`src/verilog/svrwd_pkg.sv`:
```
// constants shared by the supervisor, reset stretch and watchdog logic
// assumes a single 25 MHz clock and a synchronous active-high reset
// How it works
// - reset output goes low whenever supply is low or manual reset is held low.
// - after supply recovers, reset stays low for one 200 ms stretch period.
// - after manual reset returns high, reset stays low for the full stretch period.
// - manual reset has no internal pull-up; an undriven input floats and is not read as high.
// - any rising or falling edge on the kick input restarts the watchdog count.
// - a kick input stuck at one level past the watchdog period drives the expired output low.
// - with the disable input high the watchdog is off and its output stays high while supply is valid.
// - while supply is low the expired output is held low until the supply is valid.
// - a watchdog timeout never asserts reset by itself, only through external wiring.
// - an active-high reset output is always the complement of the active-low one.
// - power-fail warning follows the comparator alone, independent of reset and watchdog.
// - the watchdog period is nominally 1.6 s, within 1.0 to 2.25 s.
package svrwd_pkg;
  localparam int unsigned CLK_HZ        = 25000000;
  localparam int unsigned RST_STRETCH_MS = 200;
  localparam int unsigned WD_PERIOD_MS   = 1600;
  localparam int unsigned RST_STRETCH_CYC = (CLK_HZ / 1000) * RST_STRETCH_MS;
  localparam int unsigned WD_PERIOD_CYC   = (CLK_HZ / 1000) * WD_PERIOD_MS;
  localparam int unsigned CNT_W = 26;
  localparam logic [CNT_W-1:0] CNT_ONE = 26'h1;
  // positions of the pins inside the synchroniser vector
  localparam int unsigned IN_SUP  = 0;
  localparam int unsigned IN_MR   = 1;
  localparam int unsigned IN_KICK = 2;
  localparam int unsigned IN_DIS  = 3;
  localparam int unsigned IN_PF   = 4;
  localparam int unsigned N_IN    = 5;
  // supply low asserted, manual reset high, kick low, watchdog on, sense high
  localparam logic [N_IN-1:0] SYNC_RST = 5'h13;
endpackage

```
`src/verilog/svrwd_top.sv`:
```
// supervisor: reset stretcher, watchdog and power-fail pass-through
// assumes comparators outside give logic-level indications; all inputs except clock and reset asynchronous
`timescale 1ns/1ns
module svrwd_top #(
  parameter int unsigned RST_STRETCH_CYC = svrwd_pkg::RST_STRETCH_CYC,
  parameter int unsigned WD_PERIOD_CYC   = svrwd_pkg::WD_PERIOD_CYC
) (
  input  wire logic CLK_IN,
  input  wire logic RST_IN,
  input  wire logic SUPPLY_LOW_IN,
  input  wire logic MANUAL_RESET_N_IN,
  input  wire logic WD_KICK_IN,
  input  wire logic WD_DISABLE_IN,
  input  wire logic PWR_FAIL_SENSE_IN,
  output logic      RESET_N_OUT,
  output logic      RESET_OUT,
  output logic      WD_EXPIRED_N_OUT,
  output logic      PWR_FAIL_WARN_N_OUT
);
  import svrwd_pkg::*;

  // ************************************
  // local types and constants
  // ************************************
  // one-hot codes keep each state one flop, cheap to decode
  typedef enum logic [2:0] {
    SVRWD_HOLD    = 3'h1,
    SVRWD_STRETCH = 3'h2,
    SVRWD_RUN     = 3'h4
  } svrwd_rst_state_t;

  // last count of each timer; timers stop there rather than wrap
  localparam logic [CNT_W-1:0] RST_LAST = CNT_W'(RST_STRETCH_CYC) - CNT_ONE;
  localparam logic [CNT_W-1:0] WD_LAST  = CNT_W'(WD_PERIOD_CYC) - CNT_ONE;

  // ************************************
  // shared decoding
  // ************************************
  // a timer has finished once it reaches its last value
  function automatic logic cnt_at_end(
    input logic [CNT_W-1:0] cnt,
    input logic [CNT_W-1:0] last
  );
    cnt_at_end = (cnt >= last);
  endfunction

  // next timer value: clear, saturate at the end, or count up
  // saturating avoids a wrapped count releasing an output by itself
  function automatic logic [CNT_W-1:0] cnt_next(
    input logic             clear,
    input logic [CNT_W-1:0] cnt,
    input logic [CNT_W-1:0] last
  );
    logic [CNT_W-1:0] step;
    step = cnt + CNT_ONE;
    if (clear) begin
      cnt_next = '0;
    end else if (cnt_at_end(cnt, last)) begin
      cnt_next = cnt;
    end else begin
      cnt_next = step;
    end
  endfunction

  // ************************************
  // input synchronisers
  // ************************************
  // two flops per pin; only the second stage is read anywhere
  wire [N_IN-1:0] raw_in;
  wire [N_IN-1:0] sync_in;

  assign raw_in[IN_SUP]  = SUPPLY_LOW_IN;
  assign raw_in[IN_MR]   = MANUAL_RESET_N_IN;
  assign raw_in[IN_KICK] = WD_KICK_IN;
  assign raw_in[IN_DIS]  = WD_DISABLE_IN;
  assign raw_in[IN_PF]   = PWR_FAIL_SENSE_IN;

  genvar gi;
  generate
    for (gi = 0; gi < N_IN; gi++) begin : g_sync
      logic stage1_ff;
      logic stage2_ff;

      always_ff @(posedge CLK_IN) begin
        if (RST_IN) begin
          stage1_ff <= SYNC_RST[gi];
          stage2_ff <= SYNC_RST[gi];
        end else begin
          stage1_ff <= raw_in[gi];
          stage2_ff <= stage1_ff;
        end
      end

      assign sync_in[gi] = stage2_ff;
    end
  endgenerate

  // ************************************
  // synchronised input names
  // ************************************
  // supply low resets to asserted, so a full stretch follows every reset
  wire supply_low = sync_in[IN_SUP];
  wire mr_low     = ~sync_in[IN_MR];
  wire kick_s     = sync_in[IN_KICK];
  wire wd_off     = sync_in[IN_DIS];
  wire pf_sense   = sync_in[IN_PF];

  // ************************************
  // kick edge detector
  // ************************************
  // resets to the synchroniser's own level, so no false edge after reset
  logic kick_d_ff;

  always_ff @(posedge CLK_IN) begin
    if (RST_IN) begin
      kick_d_ff <= SYNC_RST[IN_KICK];
    end else begin
      kick_d_ff <= kick_s;
    end
  end

  // both directions count: a slow toggle is as good as a pulse
  wire kick_edge = kick_s ^ kick_d_ff;

  // ************************************
  // reset stretch timer
  // ************************************
  logic [CNT_W-1:0] rst_cnt_ff;
  svrwd_rst_state_t rst_state_ff;
  svrwd_rst_state_t nxt_rst_state;

  wire             rst_src     = supply_low | mr_low;
  wire             rst_done    = cnt_at_end(rst_cnt_ff, RST_LAST);
  wire [CNT_W-1:0] nxt_rst_cnt = cnt_next(rst_src, rst_cnt_ff, RST_LAST);

  // any source sends the sequencer back to hold, whatever it was doing
  always_comb begin
    nxt_rst_state = SVRWD_HOLD;
    case (rst_state_ff)
      SVRWD_HOLD: begin
        if (rst_src) begin
          nxt_rst_state = SVRWD_HOLD;
        end else if (rst_done) begin
          nxt_rst_state = SVRWD_RUN;
        end else begin
          nxt_rst_state = SVRWD_STRETCH;
        end
      end
      SVRWD_STRETCH: begin
        // a short glitch on a source restarts the whole stretch
        if (rst_src) begin
          nxt_rst_state = SVRWD_HOLD;
        end else if (rst_done) begin
          nxt_rst_state = SVRWD_RUN;
        end else begin
          nxt_rst_state = SVRWD_STRETCH;
        end
      end
      SVRWD_RUN: begin
        if (rst_src) begin
          nxt_rst_state = SVRWD_HOLD;
        end else begin
          nxt_rst_state = SVRWD_RUN;
        end
      end
      default: begin
        nxt_rst_state = SVRWD_HOLD;
      end
    endcase
  end

  // reset is released only from the run state
  wire nxt_reset_n = (nxt_rst_state == SVRWD_RUN);

  always_ff @(posedge CLK_IN) begin
    if (RST_IN) begin
      rst_cnt_ff   <= '0;
      rst_state_ff <= SVRWD_HOLD;
    end else begin
      rst_cnt_ff   <= nxt_rst_cnt;
      rst_state_ff <= nxt_rst_state;
    end
  end

  // ************************************
  // watchdog timer
  // ************************************
  // supply low clears the count, so the period starts fresh on recovery
  logic [CNT_W-1:0] wd_cnt_ff;

  wire             wd_hold          = wd_off | kick_edge | supply_low;
  wire             wd_done          = cnt_at_end(wd_cnt_ff, WD_LAST);
  wire [CNT_W-1:0] nxt_wd_cnt       = cnt_next(wd_hold, wd_cnt_ff, WD_LAST);
  wire             nxt_wd_expired_n = ~supply_low & (wd_off | ~wd_done);

  always_ff @(posedge CLK_IN) begin
    if (RST_IN) begin
      wd_cnt_ff <= '0;
    end else begin
      wd_cnt_ff <= nxt_wd_cnt;
    end
  end

  // ************************************
  // output registers
  // ************************************
  // stretch never looks at the watchdog: a timeout reaches reset only by outside wiring
  // limitation: every output lags its pin by three clocks through the synchroniser
  always_ff @(posedge CLK_IN) begin
    if (RST_IN) begin
      RESET_N_OUT         <= 1'b0;
      RESET_OUT           <= 1'b1;
      WD_EXPIRED_N_OUT    <= 1'b1;
      PWR_FAIL_WARN_N_OUT <= 1'b1;
    end else begin
      RESET_N_OUT         <= nxt_reset_n;
      RESET_OUT           <= ~nxt_reset_n;
      WD_EXPIRED_N_OUT    <= nxt_wd_expired_n;
      PWR_FAIL_WARN_N_OUT <= pf_sense;
    end
  end
endmodule

```
`config.mk`:
```
export PLATFORM = sky130hd
export DESIGN_NAME = svrwd_top
export DESIGN_NICKNAME = d
export VERILOG_FILES = /design/src/verilog/svrwd_pkg.sv /design/src/verilog/svrwd_top.sv
export SDC_FILE = /design/constraint.sdc
export NUM_CORES = 1
export LEC_CHECK = 0
export ABC_AREA = 1
export ABC_CLOCK_PERIOD_IN_PS = 1990
export BUFFER_PORTS_ARGS = -buffer_cell sky130_fd_sc_hd__buf_4
export CAP_MARGIN = 25
export CELL_PAD_IN_SITES_DETAIL_PLACEMENT = 0
export CELL_PAD_IN_SITES_GLOBAL_PLACEMENT = 1
export CORE_AREA = 2 2 117 85
export CTS_CLUSTER_DIAMETER = 60
export DETAILED_ROUTE_END_ITERATION = 8
export DIE_AREA = 0 0 119 87
export PLACE_DENSITY = 0.78
export SYNTH_ARGS = -nofsm -noshare
export SYNTH_HDL_FRONTEND = slang
export SYNTH_SLANG_ARGS = --single-unit
```
`constraint.sdc`:
```
create_clock -name CLK_IN -period 1.99 [get_ports CLK_IN]
set_input_delay 0.597 -clock CLK_IN [delete_from_list [all_inputs] [get_ports CLK_IN]]
set_output_delay 0.597 -clock CLK_IN [all_outputs]
set_load 0.02 [all_outputs]
```
After elaboration in Yosys (flattened, before gate mapping)

Index checks and enable logic that the tools add are counted.

Input port bits: 7
Output and inout port bits: 4
Register bits after elaboration: 70
Logic and storage cells: 43

Bitwise operators: 10
Equal/unequal tests: 4
$add $sub $neg: 2
Reductions and logical operators: 3
$lt $le $gt $ge: 2
Multiplexer cells: 4

Operators by type and width:

| cell                                                                    | count |
|---|---|
| 26-bit by 1-bit adder with 26-bit output, second input constant         | 2 |
| 26-bit by 23-bit >= comparator with 1-bit output, second input constant | 1 |
| 26-bit >= comparator, second input constant                             | 1 |
| 3-bit 2-to-1 mux                                                        | 3 |
| 3-bit equality test, second input constant                              | 2 |
| 3-bit case mux with 2 select lines                                      | 1 |
| 2-bit OR reduction                                                      | 3 |
| 1-bit inverter                                                          | 4 |
| 1-bit OR                                                                | 4 |
| 3-bit by 1-bit equality test with 1-bit output, second input constant   | 1 |
| 3-bit by 2-bit equality test with 1-bit output, second input constant   | 1 |
| 1-bit AND                                                               | 1 |
| 1-bit XOR                                                               | 1 |

Depth between registers and ports, before layout

Gate-level depths: netlist (run 1).

Depth in word-level cells: 6
Mapped depth: 11

Worst setup path after synthesis (run 1)

OpenSTA, ideal clock, no wires.

Path kind: register -> register
Start: register wd_cnt_ff[0]
End: register wd_cnt_ff[16]
Path slack: 355 ps
Required time: 1855 ps
Library setup time: 135 ps
Clock period less this slack: 1635 ps
Data arrival time: 1500 ps
Path buffers: 1
Cell stages (with the launch flop): 10
Cells stage by stage: dfxtp_1 > ha_1 > inv_2 > nor2_4 > nand3_1 > nand2_2 > nand3_4 > clkbuf_1 > nand3_1 > a21oi_1

Cells in the longest elaborated chain, start to end: 1
Elaborated cells between the ends (all ways): 2

RTL lines:

| what                                                                                    | line                             | text |
|---|---|---|
| start, declared                                                                         | svrwd_top.sv:189                 | `logic [CNT_W-1:0] wd_cnt_ff;` |
| start signal, assigned                                                                  | svrwd_top.sv:200                 | `wd_cnt_ff <= nxt_wd_cnt;` |
| 26-bit by 1-bit adder with 26-bit output / 26-bit >= comparator (equally long branches) | svrwd_top.sv:55, svrwd_top.sv:44 |  |

Parallel ways exist; a longest one is shown, timed or not.
A chain may end at the register's enable or synchronous reset.

Worst setup path in the final report (run 1)

Start: register wd_cnt_ff[8]
End: register wd_cnt_ff[9]

The elaborated chain is that of the path after synthesis.

==> results of run 1 <==
## cell usage after synthesis
library cell,n,area [um2]
sky130_fd_sc_hd__nand3_4,1,17.5
sky130_fd_sc_hd__nand4_1,6,37.5
sky130_fd_sc_hd__buf_6,4,45.0
sky130_fd_sc_hd__nor2_1,110,413
sky130_fd_sc_hd__xnor2_1,8,70.1
sky130_fd_sc_hd__ha_1,2,25.0
sky130_fd_sc_hd__clkbuf_1,6,22.5
sky130_fd_sc_hd__buf_2,1,5.00
sky130_fd_sc_hd__nor3_1,1,5.00
sky130_fd_sc_hd__nand3b_1,9,67.6
sky130_fd_sc_hd__nor2_4,3,33.8
sky130_fd_sc_hd__buf_4,3,22.5
sky130_fd_sc_hd__inv_2,2,7.51
sky130_fd_sc_hd__or2_2,7,43.8
sky130_fd_sc_hd__nand2_4,1,11.3
sky130_fd_sc_hd__dfxtp_1,70,1400
sky130_fd_sc_hd__nand3_1,34,170
sky130_fd_sc_hd__or2_1,1,6.26
sky130_fd_sc_hd__xor2_1,15,131
sky130_fd_sc_hd__a21oi_2,2,17.5
sky130_fd_sc_hd__nand2_1,243,912
sky130_fd_sc_hd__nor2_2,2,12.5
sky130_fd_sc_hd__inv_1,50,188
sky130_fd_sc_hd__o21ai_0,16,80.1
sky130_fd_sc_hd__a21oi_1,45,225
sky130_fd_sc_hd__a21oi_4,1,16.3
sky130_fd_sc_hd__nand2_2,2,12.5
## flip-flops by register name, indices dropped and copies added, names as in the netlist
name / cells
wd_cnt_ff: 26
RESET_N_OUT: 1
g_sync.stage1_ff: 5
g_sync.stage2_ff: 5
rst_cnt_ff: 26
WD_EXPIRED_N_OUT: 1
RESET_OUT: 1
rst_state_ff: 3
kick_d_ff: 1
PWR_FAIL_WARN_N_OUT: 1
## per-layer routing
layer / up-vias / share of wire, %
li1: 2065 / -
met4: 0 / 1.0
met2: 82 / 37
met5: - / 0
met3: 8 / 5.8
met1: 1701 / 56
## cell type report
cell class                      instances  area, um2  share of cell area (%)
Multi-Input combinational cell        509       2320                    50.2
Sequential cell                        70       1400                    30.4
Timing Repair Buffer                   31        245                    5.31
Clock buffer                           10        229                    4.96
Inverter                               52        195                    4.23
Tap cell                              128        160                    3.47
Clock inverter                          6       70.1                    1.52
## power groups by stage
stage | Combinational [uW] | Sequential [uW] | Clock, uW
6_report | 48.2 | 1420 | 1640
3_5_place_dp | 49.1 | 1450 | 0
2_1_floorplan | 25.0 | 1450 | 0
5_1_grt | 55.4 | 1420 | 1740
3_3_place_gp | 48.1 | 1450 | 0
4_1_cts | 49.3 | 1420 | 1680
## worst max-delay path, delay by kind of cell, from the launching register on
kind	cells	cell delay, ns
AO/OA/AOI/OAI	1	0.14
AND/OR/NAND/NOR	7	1.11
flip-flops	1	0.48
## metrics by stage
stage          setup WS (ns)  cell area (um2)  power, uW  std cells  utilization (%)
2_1_floorplan          0.355             4000       1480        645                -
3_3_place_gp           0.128             4310       1500        790             46.1
3_5_place_dp           0.127             4310       1500        790             46.1
4_1_cts               0.0587             4610       3150        806             49.3
5_1_grt               0.0613             4620       3220        806             49.4
6_report               0.213             4620       3110        806             49.4
## logic make-up after synthesis
kind of cell	after synthesis	share of synthesized area (%)
xor gates and xnor gates	23	5.04
adders and majority gates	2	0.625
DFF	70	35.0
and+or+nand+nor	420	43.6
buffers and inverters	66	7.26
AOI/OAI and AO/OA	64	8.48
## worst max-delay path by stage
stage / to / slack [ns] / cells past startpoint
after floorplan: wd_cnt_ff[16] / 0.36 / 9
after global placement: wd_cnt_ff[23] / 0.13 / 10
after detailed placement: wd_cnt_ff[23] / 0.13 / 10
after CTS: wd_cnt_ff[23] / 0.06 / 9
after global routing: rst_cnt_ff[10] / 0.06 / 8
final: wd_cnt_ff[9] / 0.21 / 8
## layout by cell type, fill, tap and decap left out, drive strengths merged
master and instances:
a21oi 48, buf 31, bufinv 1, clkbuf 10
clkinvlp 3, dfxtp 70, ha 2, inv 54
nand2 246, nand3 35, nand3b 9, nand4 6
nor2 115, nor3 1, o21ai 16, or2 8
xnor2 8, xor2 15
==> summary.md, run 1 <==
| Metric | Value |
|---|---|
| Run status | `complete, no violations` |
| Total Neg Setup Slack | `0 ns` |
| Global route hottest layer | `met1` |
| Reg2reg setup slack | `0.21 ns` |
| Clock group share of total power | `52.7%` |
| Start-to-end type of the worst setup path | `flip-flop to flip-flop` |
| Count of yosys warnings during synthesis | `0` |
| Total Nets Final | `682` |
| Buffer depth of the longest clock path | `2` |
| Residual antenna-violating net count after detailed routing | `0` |
| Floorplan die height | `87 um` |
| Share of the clock period used by the worst path after layout | `89.3%` |
| ANT cells | `0` |
| Critical path data required time | `approximately 2.3 ns` |
| Internal power | `2420 uW` |
| Starting DRC count in detailed routing | `300` |
| Sort of element at the end of the critical path | `flip-flop` |
| Endpoint of the worst register-to-register path | `wd_cnt_ff[9]` |
| Antenna violations before repair | `0` |
| Part of the power in combinational logic | `1.5%` |
| Slew Viols, Final | `0` |
| IO Pins | `11` |
| Stage delay of the slowest cell on the critical path | `0.48 ns` |
| Vias per std cell | `4.78` |
| Synth-to-Final Area Change | `15.4%` |
| CP Data Arrival Time | `around 2.1 ns` |
| Max-cap check violation count | `0` |
| Port Buf Inserts | `10` |
| Vias in the first global route | `3,568` |
| Met1 track demand over resource in global routing | `33.2%` |
| Final setup vio count | `0` |
| Number of buffers created by CTS | `9` |
| Root Driver | `sky130_fd_sc_hd__clkbuf_16` |
| Seq cells post-synth | `70` |
| Cell variety after synth | `27` |
| Clock transition at the registers of the reported paths | `0.06 ns` |
| Highest attainable clock frequency | `563 MHz` |
| Clock skew after layout | `0.00689 ns` |
| Number of sinks driven by the clock tree | `70` |
| Overall Global Routing Usage | `between 20% and 30%` |
| Startpoint type of the worst setup path | `flip-flop` |
| Netlist Area Pre-Place | `0.00400 mm2` |
| Net switching power | `692 uW` |
| DIE WIDTH | `119 um` |
| Critical path's slowest cell | `sky130_fd_sc_hd__dfxtp_1` |
| Clock latency on the worst-skew pair | `approximately 0.34 ns` |
| Syn avg cell area | `slightly above 6 um2` |
| Routed wire length | `10,100 um` |
| Cell depth of the worst min-delay path | `2` |
| Register share of total power | `45.7%` |
| CTS tree | `yes` |
| Transition time at the pin with the least slew margin | `roughly 0.51 ns` |
| Relative max-transition margin | `65.7%` |
| Via Count | `3,856` |
| Fraction of layout cells with a size suffix above 1 | `10.3%` |
| Number of gates given a new drive strength after cts | `0` |
| Hold Violations, Final | `0` |
| Most frequent cell on the critical path | `sky130_fd_sc_hd__nand2_1` |
| Sequential area share after synthesis | `between 30% and 40%` |
| Min-Delay Endpoint | `g_sync[3].stage2_ff` |
| Hold crit path type | `flip-flop to flip-flop` |
| FF-to-FF Start | `wd_cnt_ff[8]` |
| Power Density | `673 mW/mm2` |
| Number of search-and-repair iterations in the first detailed-routing pass | `5` |
| Initial core utilization | `42.8%` |
| Maximum number of pins on one net before global-route repair | `26` |
| RSZ-0062 raised after global routing | `no` |
| Gp weighted congestion | `0.893` |
| Average wire per standard cell | `12.6 um` |
| Total gr overflow | `0` |
| Critical path launch point | `wd_cnt_ff[8]` |
| Total of hold buffers inserted after clock tree synthesis | `0` |
| Half-perimeter wire length of the detailed placement result | `7490 um` |
| Gate Count Post-Synth | `645` |
| Crit path max fanout | `5` |
| Max IR drop VDD | `between 600 and 700 uV` |
| Total number of H-tree levels | `3` |
| Count of filler cells inserted in the layout | `just under 1k` |
| Switching part of the total power | `22.3%` |
| Critical path cell sequence | `nand2_1 > nor2_1 > nand2_1 > nor2_1 > nand2_1 > nand2_1 > nand3_1 > a21oi_1` |
| Num rows | `30` |
| Core outline area | `0.00935 mm2` |
| Leakage power total | `0.00172 uW` |
| Area of the die | `approximately 0.010 mm2` |
| GRT met2 Usage | `28.3%` |
| Final hold slack | `0.402 ns` |
| Fin crit period | `1.78 ns` |
| DRC violations left | `0` |
| Met3 demand-to-capacity share in global routing | `6.09%` |
| Synthesized net count | `654` |
| Wire length of the first global-routing pass | `between 15,000 and 20,000 um` |
| Reg2Reg Depth | `8` |
| Setup fix buffers added after clock tree synthesis | `0` |
| Worst Min Path Start | `g_sync[3].stage1_ff` |
Power figures use the tool's default switching activity.
==> run 2, diff against run 1 <==
--- a/config.mk
+++ b/config.mk
@@ -9,13 +9,13 @@
 export ABC_CLOCK_PERIOD_IN_PS = 1990
 export BUFFER_PORTS_ARGS = -buffer_cell sky130_fd_sc_hd__buf_4
 export CAP_MARGIN = 25
-export CELL_PAD_IN_SITES_DETAIL_PLACEMENT = 0
-export CELL_PAD_IN_SITES_GLOBAL_PLACEMENT = 1
-export CORE_AREA = 2 2 117 85
+export CELL_PAD_IN_SITES_DETAIL_PLACEMENT = 1
+export CELL_PAD_IN_SITES_GLOBAL_PLACEMENT = 2
+export CORE_AREA = 2 2 133 96
 export CTS_CLUSTER_DIAMETER = 60
 export DETAILED_ROUTE_END_ITERATION = 8
-export DIE_AREA = 0 0 119 87
-export PLACE_DENSITY = 0.78
+export DIE_AREA = 0 0 135 98
+export PLACE_DENSITY = 0.77
 export SYNTH_ARGS = -nofsm -noshare
 export SYNTH_HDL_FRONTEND = slang
 export SYNTH_SLANG_ARGS = --single-unit
==> run 2 against run 1 <==
Compared with the run above: critical path depth down 1; sequential power about the same; routed wire length up 21%; design area up 1.8%; worst hold slack better by 0.0048 ns; sequential cell count unchanged; non-clock buffer count up 4; first-iteration DRC count down 20%; clock power about the same; clock skew down 0.00096 ns; largest power group unchanged.
==> summary.md, run 2 (synthesis results as in run 1) <==
| Metric | Value |
|---|---|
| Num rows | `34 (+13%)` |
| Port Buf Inserts | `10 (unchanged)` |
| CP Data Arrival Time | `2.10 ns (+0.05 ns)` |
| Critical path launch point | `rst_cnt_ff[0]` |
| Clock latency on the worst-skew pair | `0.33 ns (about the same)` |
| Critical path data required time | `2.25 ns (-0.02 ns)` |
| FF-to-FF Start | `rst_cnt_ff[0]` |
| Max-cap check violation count | `0 (unchanged)` |
| Hold crit path type | `flip-flop to flip-flop` |
| Routed wire length | `12,200 um (+21%)` |
| Share of the clock period used by the worst path after layout | `92.5% (+3.2 points)` |
| DIE WIDTH | `135 um (+13%)` |
| Number of buffers created by CTS | `9 (unchanged)` |
| Startpoint type of the worst setup path | `flip-flop` |
| Half-perimeter wire length of the detailed placement result | `9320 um (+25%)` |
| Initial core utilization | `33.1% (-9.7 points)` |
| DRC violations left | `0 (unchanged)` |
| Antenna violations before repair | `0 (unchanged)` |
| Slew Viols, Final | `0 (unchanged)` |
| Max IR drop VDD | `548 uV (-10%)` |
| Transition time at the pin with the least slew margin | `0.604 ns (+0.0915 ns)` |
| Post-Place Setup Slack | `0.0365 ns (-0.0902 ns)` |
| Hold Violations, Final | `0 (unchanged)` |
| Number of search-and-repair iterations in the first detailed-routing pass | `4 (-1)` |
| Start-to-end type of the worst setup path | `flip-flop to flip-flop` |
| Residual antenna-violating net count after detailed routing | `0 (unchanged)` |
| Power Density | `659 mW/mm2 (-2.1%)` |
| Smallest setup slack after layout | `0.150 ns (-0.0629 ns)` |
| Worst Min Path Start | `g_sync[2].stage1_ff` |
| Maximum number of pins on one net before global-route repair | `26 (unchanged)` |
| Sort of element at the end of the critical path | `flip-flop` |
| Relative max-transition margin | `59.6% (-6.1 points)` |
| Reg2reg setup slack | `0.15 ns (-0.06 ns)` |
| Setup fix buffers added after clock tree synthesis | `0 (unchanged)` |
| Total gr overflow | `0 (unchanged)` |
| IO Pins | `11 (unchanged)` |
| Area of the die | `0.0132 mm2 (+28%)` |
| Synth-to-Final Area Change | `17.5%` |
| Leading cell types in the layout, fill and taps excluded | `sky130_fd_sc_hd__nand2_1, sky130_fd_sc_hd__nor2_1, sky130_fd_sc_hd__dfxtp_1` |
| Clock transition at the registers of the reported paths | `0.06 ns (about the same)` |
| Highest attainable clock frequency | `544 MHz (-3.4%)` |
| Gp weighted congestion | `0.839 (-6.1%)` |
| CTS tree | `yes` |
| Root Driver | `sky130_fd_sc_hd__clkbuf_16` |
| ANT cells | `0 (unchanged)` |
| Floorplan die height | `98 um (+13%)` |
| Commonest non-fill, non-tap cell in the layout | `sky130_fd_sc_hd__nand2_1` |
| Clock skew after layout | `0.00593 ns (-0.000960 ns)` |
| Core outline area | `0.0121 mm2 (+29%)` |
| Total Nets Final | `686 (+0.59%)` |
| Total number of H-tree levels | `3 (unchanged)` |
| Wire length of the first global-routing pass | `20,700 um (+19%)` |
| Vias per std cell | `4.87 (+1.8%)` |
| Overall Global Routing Usage | `19.7% (-1.8 points)` |
| Run status | `complete, no violations` |
| Count of filler cells inserted in the layout | `1,656 (+69%)` |
| Largest registers in the final layout | `rst_cnt_ff x26, wd_cnt_ff x26` |
| Fin crit period | `1.84 ns (+0.0628 ns)` |
| Buffer depth of the longest clock path | `2 (unchanged)` |
| Average wire per standard cell | `14.5 um (+15%)` |
| Via Count | `4,111 (+6.6%)` |
| RSZ-0062 raised after global routing | `no` |
| Final setup vio count | `0 (unchanged)` |
| Total Neg Setup Slack | `0 ns (unchanged)` |
| Vias in the first global route | `4,080 (+14%)` |
| Crit path max fanout | `6 (+1)` |
| Number of sinks driven by the clock tree | `70 (unchanged)` |
| Fraction of layout cells with a size suffix above 1 | `10.9% (+0.53 points)` |
| Leakage power total | `0.00174 uW (+1.3%)` |
| Starting DRC count in detailed routing | `240 (-20%)` |
## run 2: power by group
group | switching [uW] | internal [uW] | leakage [uW]
sequential | 5.66 | 1420 | 0.000567
clock | 645 | 980 | 0.000136
combinational | 28.2 | 22.6 | 0.00104
## run 2: through the flow
step	cell area, um2	cells	utilization (%)	power (uW)	hold slack [ns]
detailed placement	4380	828	36.3	1500	0.397
global route	4700	844	38.9	3220	0.423
CTS	4680	844	38.8	3150	0.411
floorplan	4000	645	-	1480	0.388
global placement	4380	828	36.3	1500	0.390
finish	4700	844	38.9	3100	0.407
## run 2: path summary, 6_finish.rpt
check,end,cells after the start
worst min-delay path,g_sync[2].stage2_ff,2
worst min register to register,g_sync[2].stage2_ff,2
worst max-delay path,rst_cnt_ff[15],7
worst max register to register,rst_cnt_ff[15],7
## run 2: metal layers
layer  track usage, %  wire, um  part of all wire (%)  vias up
met3             4.00       537                   4.4       11
met5                0         0                     0        -
li1                 -         -                     -     2072
met4             3.61        97                  0.79        0
met1             30.6      6850                    56     1957
met2             28.1      4730                    39       71
## run 2: critical path, cell delays in order, from the launching register on
cell	delay (ns)
sky130_fd_sc_hd__dfxtp_1	0.47
sky130_fd_sc_hd__inv_1	0.13
sky130_fd_sc_hd__nor2_1	0.38
sky130_fd_sc_hd__nand2_1	0.22
sky130_fd_sc_hd__nor2_1	0.20
sky130_fd_sc_hd__xor2_1	0.16
sky130_fd_sc_hd__nand2_1	0.07
sky130_fd_sc_hd__a21oi_1	0.14
## run 2: timing repair
| item | 4_1_cts | 5_1_grt |
|---|---|---|
| hold buffers | 0 | 0 |
| gates resized for setup | 0 | 4 |
| endpoints found under the setup margin | 0 | 35 |
## run 2: final cells by class
type	instances	area, um2	area share [%]
multi-input cells	509	2330	49.5
clock buffers	10	229	4.87
well taps	162	203	4.31
flip-flops and latches	70	1400	29.8
clock inverters	6	70.1	1.49
repair buffers	35	275	5.86
inverters	52	195	4.15
==> run 3, diff against run 2 <==
--- a/config.mk
+++ b/config.mk
@@ -9,13 +9,11 @@
 export ABC_CLOCK_PERIOD_IN_PS = 1990
 export BUFFER_PORTS_ARGS = -buffer_cell sky130_fd_sc_hd__buf_4
 export CAP_MARGIN = 25
-export CELL_PAD_IN_SITES_DETAIL_PLACEMENT = 1
-export CELL_PAD_IN_SITES_GLOBAL_PLACEMENT = 2
-export CORE_AREA = 2 2 133 96
+export CORE_AREA = 2 2 101 74
 export CTS_CLUSTER_DIAMETER = 60
 export DETAILED_ROUTE_END_ITERATION = 8
-export DIE_AREA = 0 0 135 98
-export PLACE_DENSITY = 0.77
+export DIE_AREA = 0 0 103 76
+export PLACE_DENSITY = 0.75
 export SYNTH_ARGS = -nofsm -noshare
 export SYNTH_HDL_FRONTEND = slang
 export SYNTH_SLANG_ARGS = --single-unit
==> run 3 against run 2 <==
Compared with the run above: worst hold slack lost 0.0014 ns; combinational power shrank 5.9%; routed wire length shrank 21%; power shrank 15%; global-route usage grew 6.8 points; clock power shrank 29%; count of clock-buffer cells in the layout shrank 1; die area shrank 41%; critical path type unchanged; largest power group is now registers.
==> summary.md, run 3 (synthesis results as in run 1) <==
| Metric | Value |
|---|---|
| Run status | `complete, no violations` |
| Total Nets Final | `676 (-1.5%)` |
| CTS tree | `yes` |
| Floorplan die height | `76 um (-22%)` |
| Overall Global Routing Usage | `26.5% (+6.8 points)` |
| Antenna violations before repair | `0 (unchanged)` |
| Total Neg Setup Slack | `0 ns (unchanged)` |
| Hold crit path type | `flip-flop to flip-flop` |
| Start-to-end type of the worst setup path | `flip-flop to flip-flop` |
| Half-perimeter wire length of the detailed placement result | `6960 um (-25%)` |
| Max IR drop VDD | `520 uV (-5.1%)` |
| # placed instances | `754 (-8.9%)` |
| Fraction of layout cells with a size suffix above 1 | `9.52% (-1.3 points)` |
| Vias in the first global route | `3,592 (-12%)` |
| Max-cap check violation count | `0 (unchanged)` |
| Internal power | `1930 uW (-20%)` |
| Number of search-and-repair iterations in the first detailed-routing pass | `5 (+1)` |
| Maximum number of pins on one net before global-route repair | `26 (unchanged)` |
| Core outline area | `0.00696 mm2 (-42%)` |
| Buffer depth of the longest clock path | `2 (unchanged)` |
| Smallest setup slack after layout | `0.183 ns (+0.0331 ns)` |
| Hold Violations, Final | `0 (unchanged)` |
| Net switching power | `695 uW (+2.3%)` |
| Crit path max fanout | `15 (+9)` |
| Wire length of the first global-routing pass | `16,700 um (-19%)` |
| Share of the clock period used by the worst path after layout | `90.8% (-1.7 points)` |
| DRC violations left | `0 (unchanged)` |
| Clock group share of total power | `44.1% (-8.4 points)` |
| Part of the power in combinational logic | `1.8% (+0.2 points)` |
| Via Count | `4,026 (-2.1%)` |
| Port Buf Inserts | `10 (unchanged)` |
| Count of filler cells inserted in the layout | `673 (-59%)` |
| Transition time at the pin with the least slew margin | `0.558 ns (-0.0467 ns)` |
| Power Density | `591 mW/mm2 (-10%)` |
| Switching part of the total power | `26.5% (+4.6 points)` |
| ANT cells | `0 (unchanged)` |
| Synth-to-Final Area Change | `10.8%` |
| Root Driver | `sky130_fd_sc_hd__clkbuf_8` |
| Initial core utilization | `57.5% (+24 points)` |
| Leakage power total | `0.00165 uW (-5.1%)` |
| Number of sinks driven by the clock tree | `70 (unchanged)` |
| IO Pins | `11 (unchanged)` |
| Sort of element at the end of the critical path | `flip-flop` |
| Routed wire length | `9640 um (-21%)` |
| Startpoint type of the worst setup path | `flip-flop` |
| Commonest non-fill, non-tap cell in the layout | `sky130_fd_sc_hd__nand2_1` |
| Final setup vio count | `0 (unchanged)` |
| Clock transition at the registers of the reported paths | `0.09 ns (+0.03 ns)` |
| Slew Viols, Final | `0 (unchanged)` |
| Post-Place Setup Slack | `0.0560 ns (+0.0195 ns)` |
| Register share of total power | `54.1% (+8.2 points)` |
| Post-Layout Inst Area | `0.00443 mm2 (-5.7%)` |
| Residual antenna-violating net count after detailed routing | `0 (unchanged)` |
| Highest attainable clock frequency | `553 MHz (+1.8%)` |
| Num rows | `26 (-24%)` |
| DIE WIDTH | `103 um (-24%)` |
| Relative max-transition margin | `62.7% (+3.1 points)` |
| Area of the die | `0.00783 mm2 (-41%)` |
| Leading cell types in the layout, fill and taps excluded | `sky130_fd_sc_hd__nand2_1, sky130_fd_sc_hd__nor2_1, sky130_fd_sc_hd__dfxtp_1` |
| Starting DRC count in detailed routing | `287 (+20%)` |
| Fin crit period | `1.81 ns (-0.0331 ns)` |
| Total gr overflow | `0 (unchanged)` |
| Average wire per standard cell | `12.5 um (-13%)` |
| CP Data Arrival Time | `2.04 ns (-0.06 ns)` |
| Critical path data required time | `2.22 ns (-0.03 ns)` |
| Area after DPL | `0.00423 mm2 (-3.5%)` |
| Vias per std cell | `5.23 (+7.3%)` |
| Clock latency on the worst-skew pair | `0.36 ns (+0.03 ns)` |
| Reg2reg setup slack | `0.18 ns (+0.03 ns)` |
| Clock skew after layout | `0.00896 ns (+0.00304 ns)` |
| Total of hold buffers inserted after clock tree synthesis | `0 (unchanged)` |
| Post-route non-filler standard cell count | `770 (-8.8%)` |
| RSZ-0062 raised after global routing | `no` |
| Total number of H-tree levels | `3 (unchanged)` |
| Largest registers in the final layout | `rst_cnt_ff x26, wd_cnt_ff x26` |
| Gp weighted congestion | `0.930 (+11%)` |
| Number of buffers created by CTS | `9 (unchanged)` |
-- run 3: stage by stage --
stage	utilization [%]	total power, uW	hold WS [ns]
2_1_floorplan	-	1480	0.388
3_3_place_gp	60.7	1500	0.391
3_5_place_dp	60.7	1500	0.393
4_1_cts	63.5	2650	0.405
5_1_grt	63.7	2710	0.399
6_report	63.7	2620	0.406
-- run 3: final timing paths --
check | start | end | depth (start not counted)
worst min register to register | g_sync[3].stage1_ff | g_sync[3].stage2_ff | 2
worst max-delay path | wd_cnt_ff[0] | wd_cnt_ff[14] | 9
worst min-delay path | g_sync[3].stage1_ff | g_sync[3].stage2_ff | 2
worst max register to register | wd_cnt_ff[0] | wd_cnt_ff[14] | 9
-- run 3: layer usage --
metal,GRT usage [%],up-vias,part of all wire (%)
met3,7.25,10,8.3
met5,0,-,0
met1,40.1,1830,50
li1,-,2051,-
met2,37.7,135,41
met4,5.66,0,0.85
-- run 3: cell type report --
| type | count | area, um2 | share of cell area [%] |
|---|---|---|---|
| clock buffer | 9 | 124 | 2.79 |
| clock inverter | 7 | 67.6 | 1.52 |
| inverter | 52 | 195 | 4.40 |
| multi-input combinational | 509 | 2320 | 52.4 |
| sequential | 70 | 1400 | 31.6 |
| tap | 98 | 123 | 2.77 |
| timing repair buffer | 25 | 200 | 4.52 |
-- run 3: timing repair --
action | in CTS | in global routing
setup buffers | 0 | 0
resized for setup | 0 | 3
hold endpoints to repair | 0 | 0
endpoints found under the setup margin | 0 | 16
-- run 3: power by group through the flow --
stage,logic (uW),registers (uW),clock network [uW]
2_1_floorplan,25.0,1450,0
3_3_place_gp,46.3,1450,0
3_5_place_dp,48.0,1450,0
4_1_cts,48.0,1420,1180
5_1_grt,54.2,1420,1230
6_report,47.8,1420,1150
-- run 3: critical path, stage by stage, from the launching register on --
cell                      delay (ns)
sky130_fd_sc_hd__dfxtp_1        0.42
sky130_fd_sc_hd__ha_1           0.32
sky130_fd_sc_hd__inv_2          0.09
sky130_fd_sc_hd__nor2_4         0.15
sky130_fd_sc_hd__nand3_1        0.10
sky130_fd_sc_hd__nand2_2        0.10
sky130_fd_sc_hd__nand3_4        0.10
sky130_fd_sc_hd__buf_4          0.22
sky130_fd_sc_hd__nand3_1        0.09
sky130_fd_sc_hd__a21oi_1        0.08
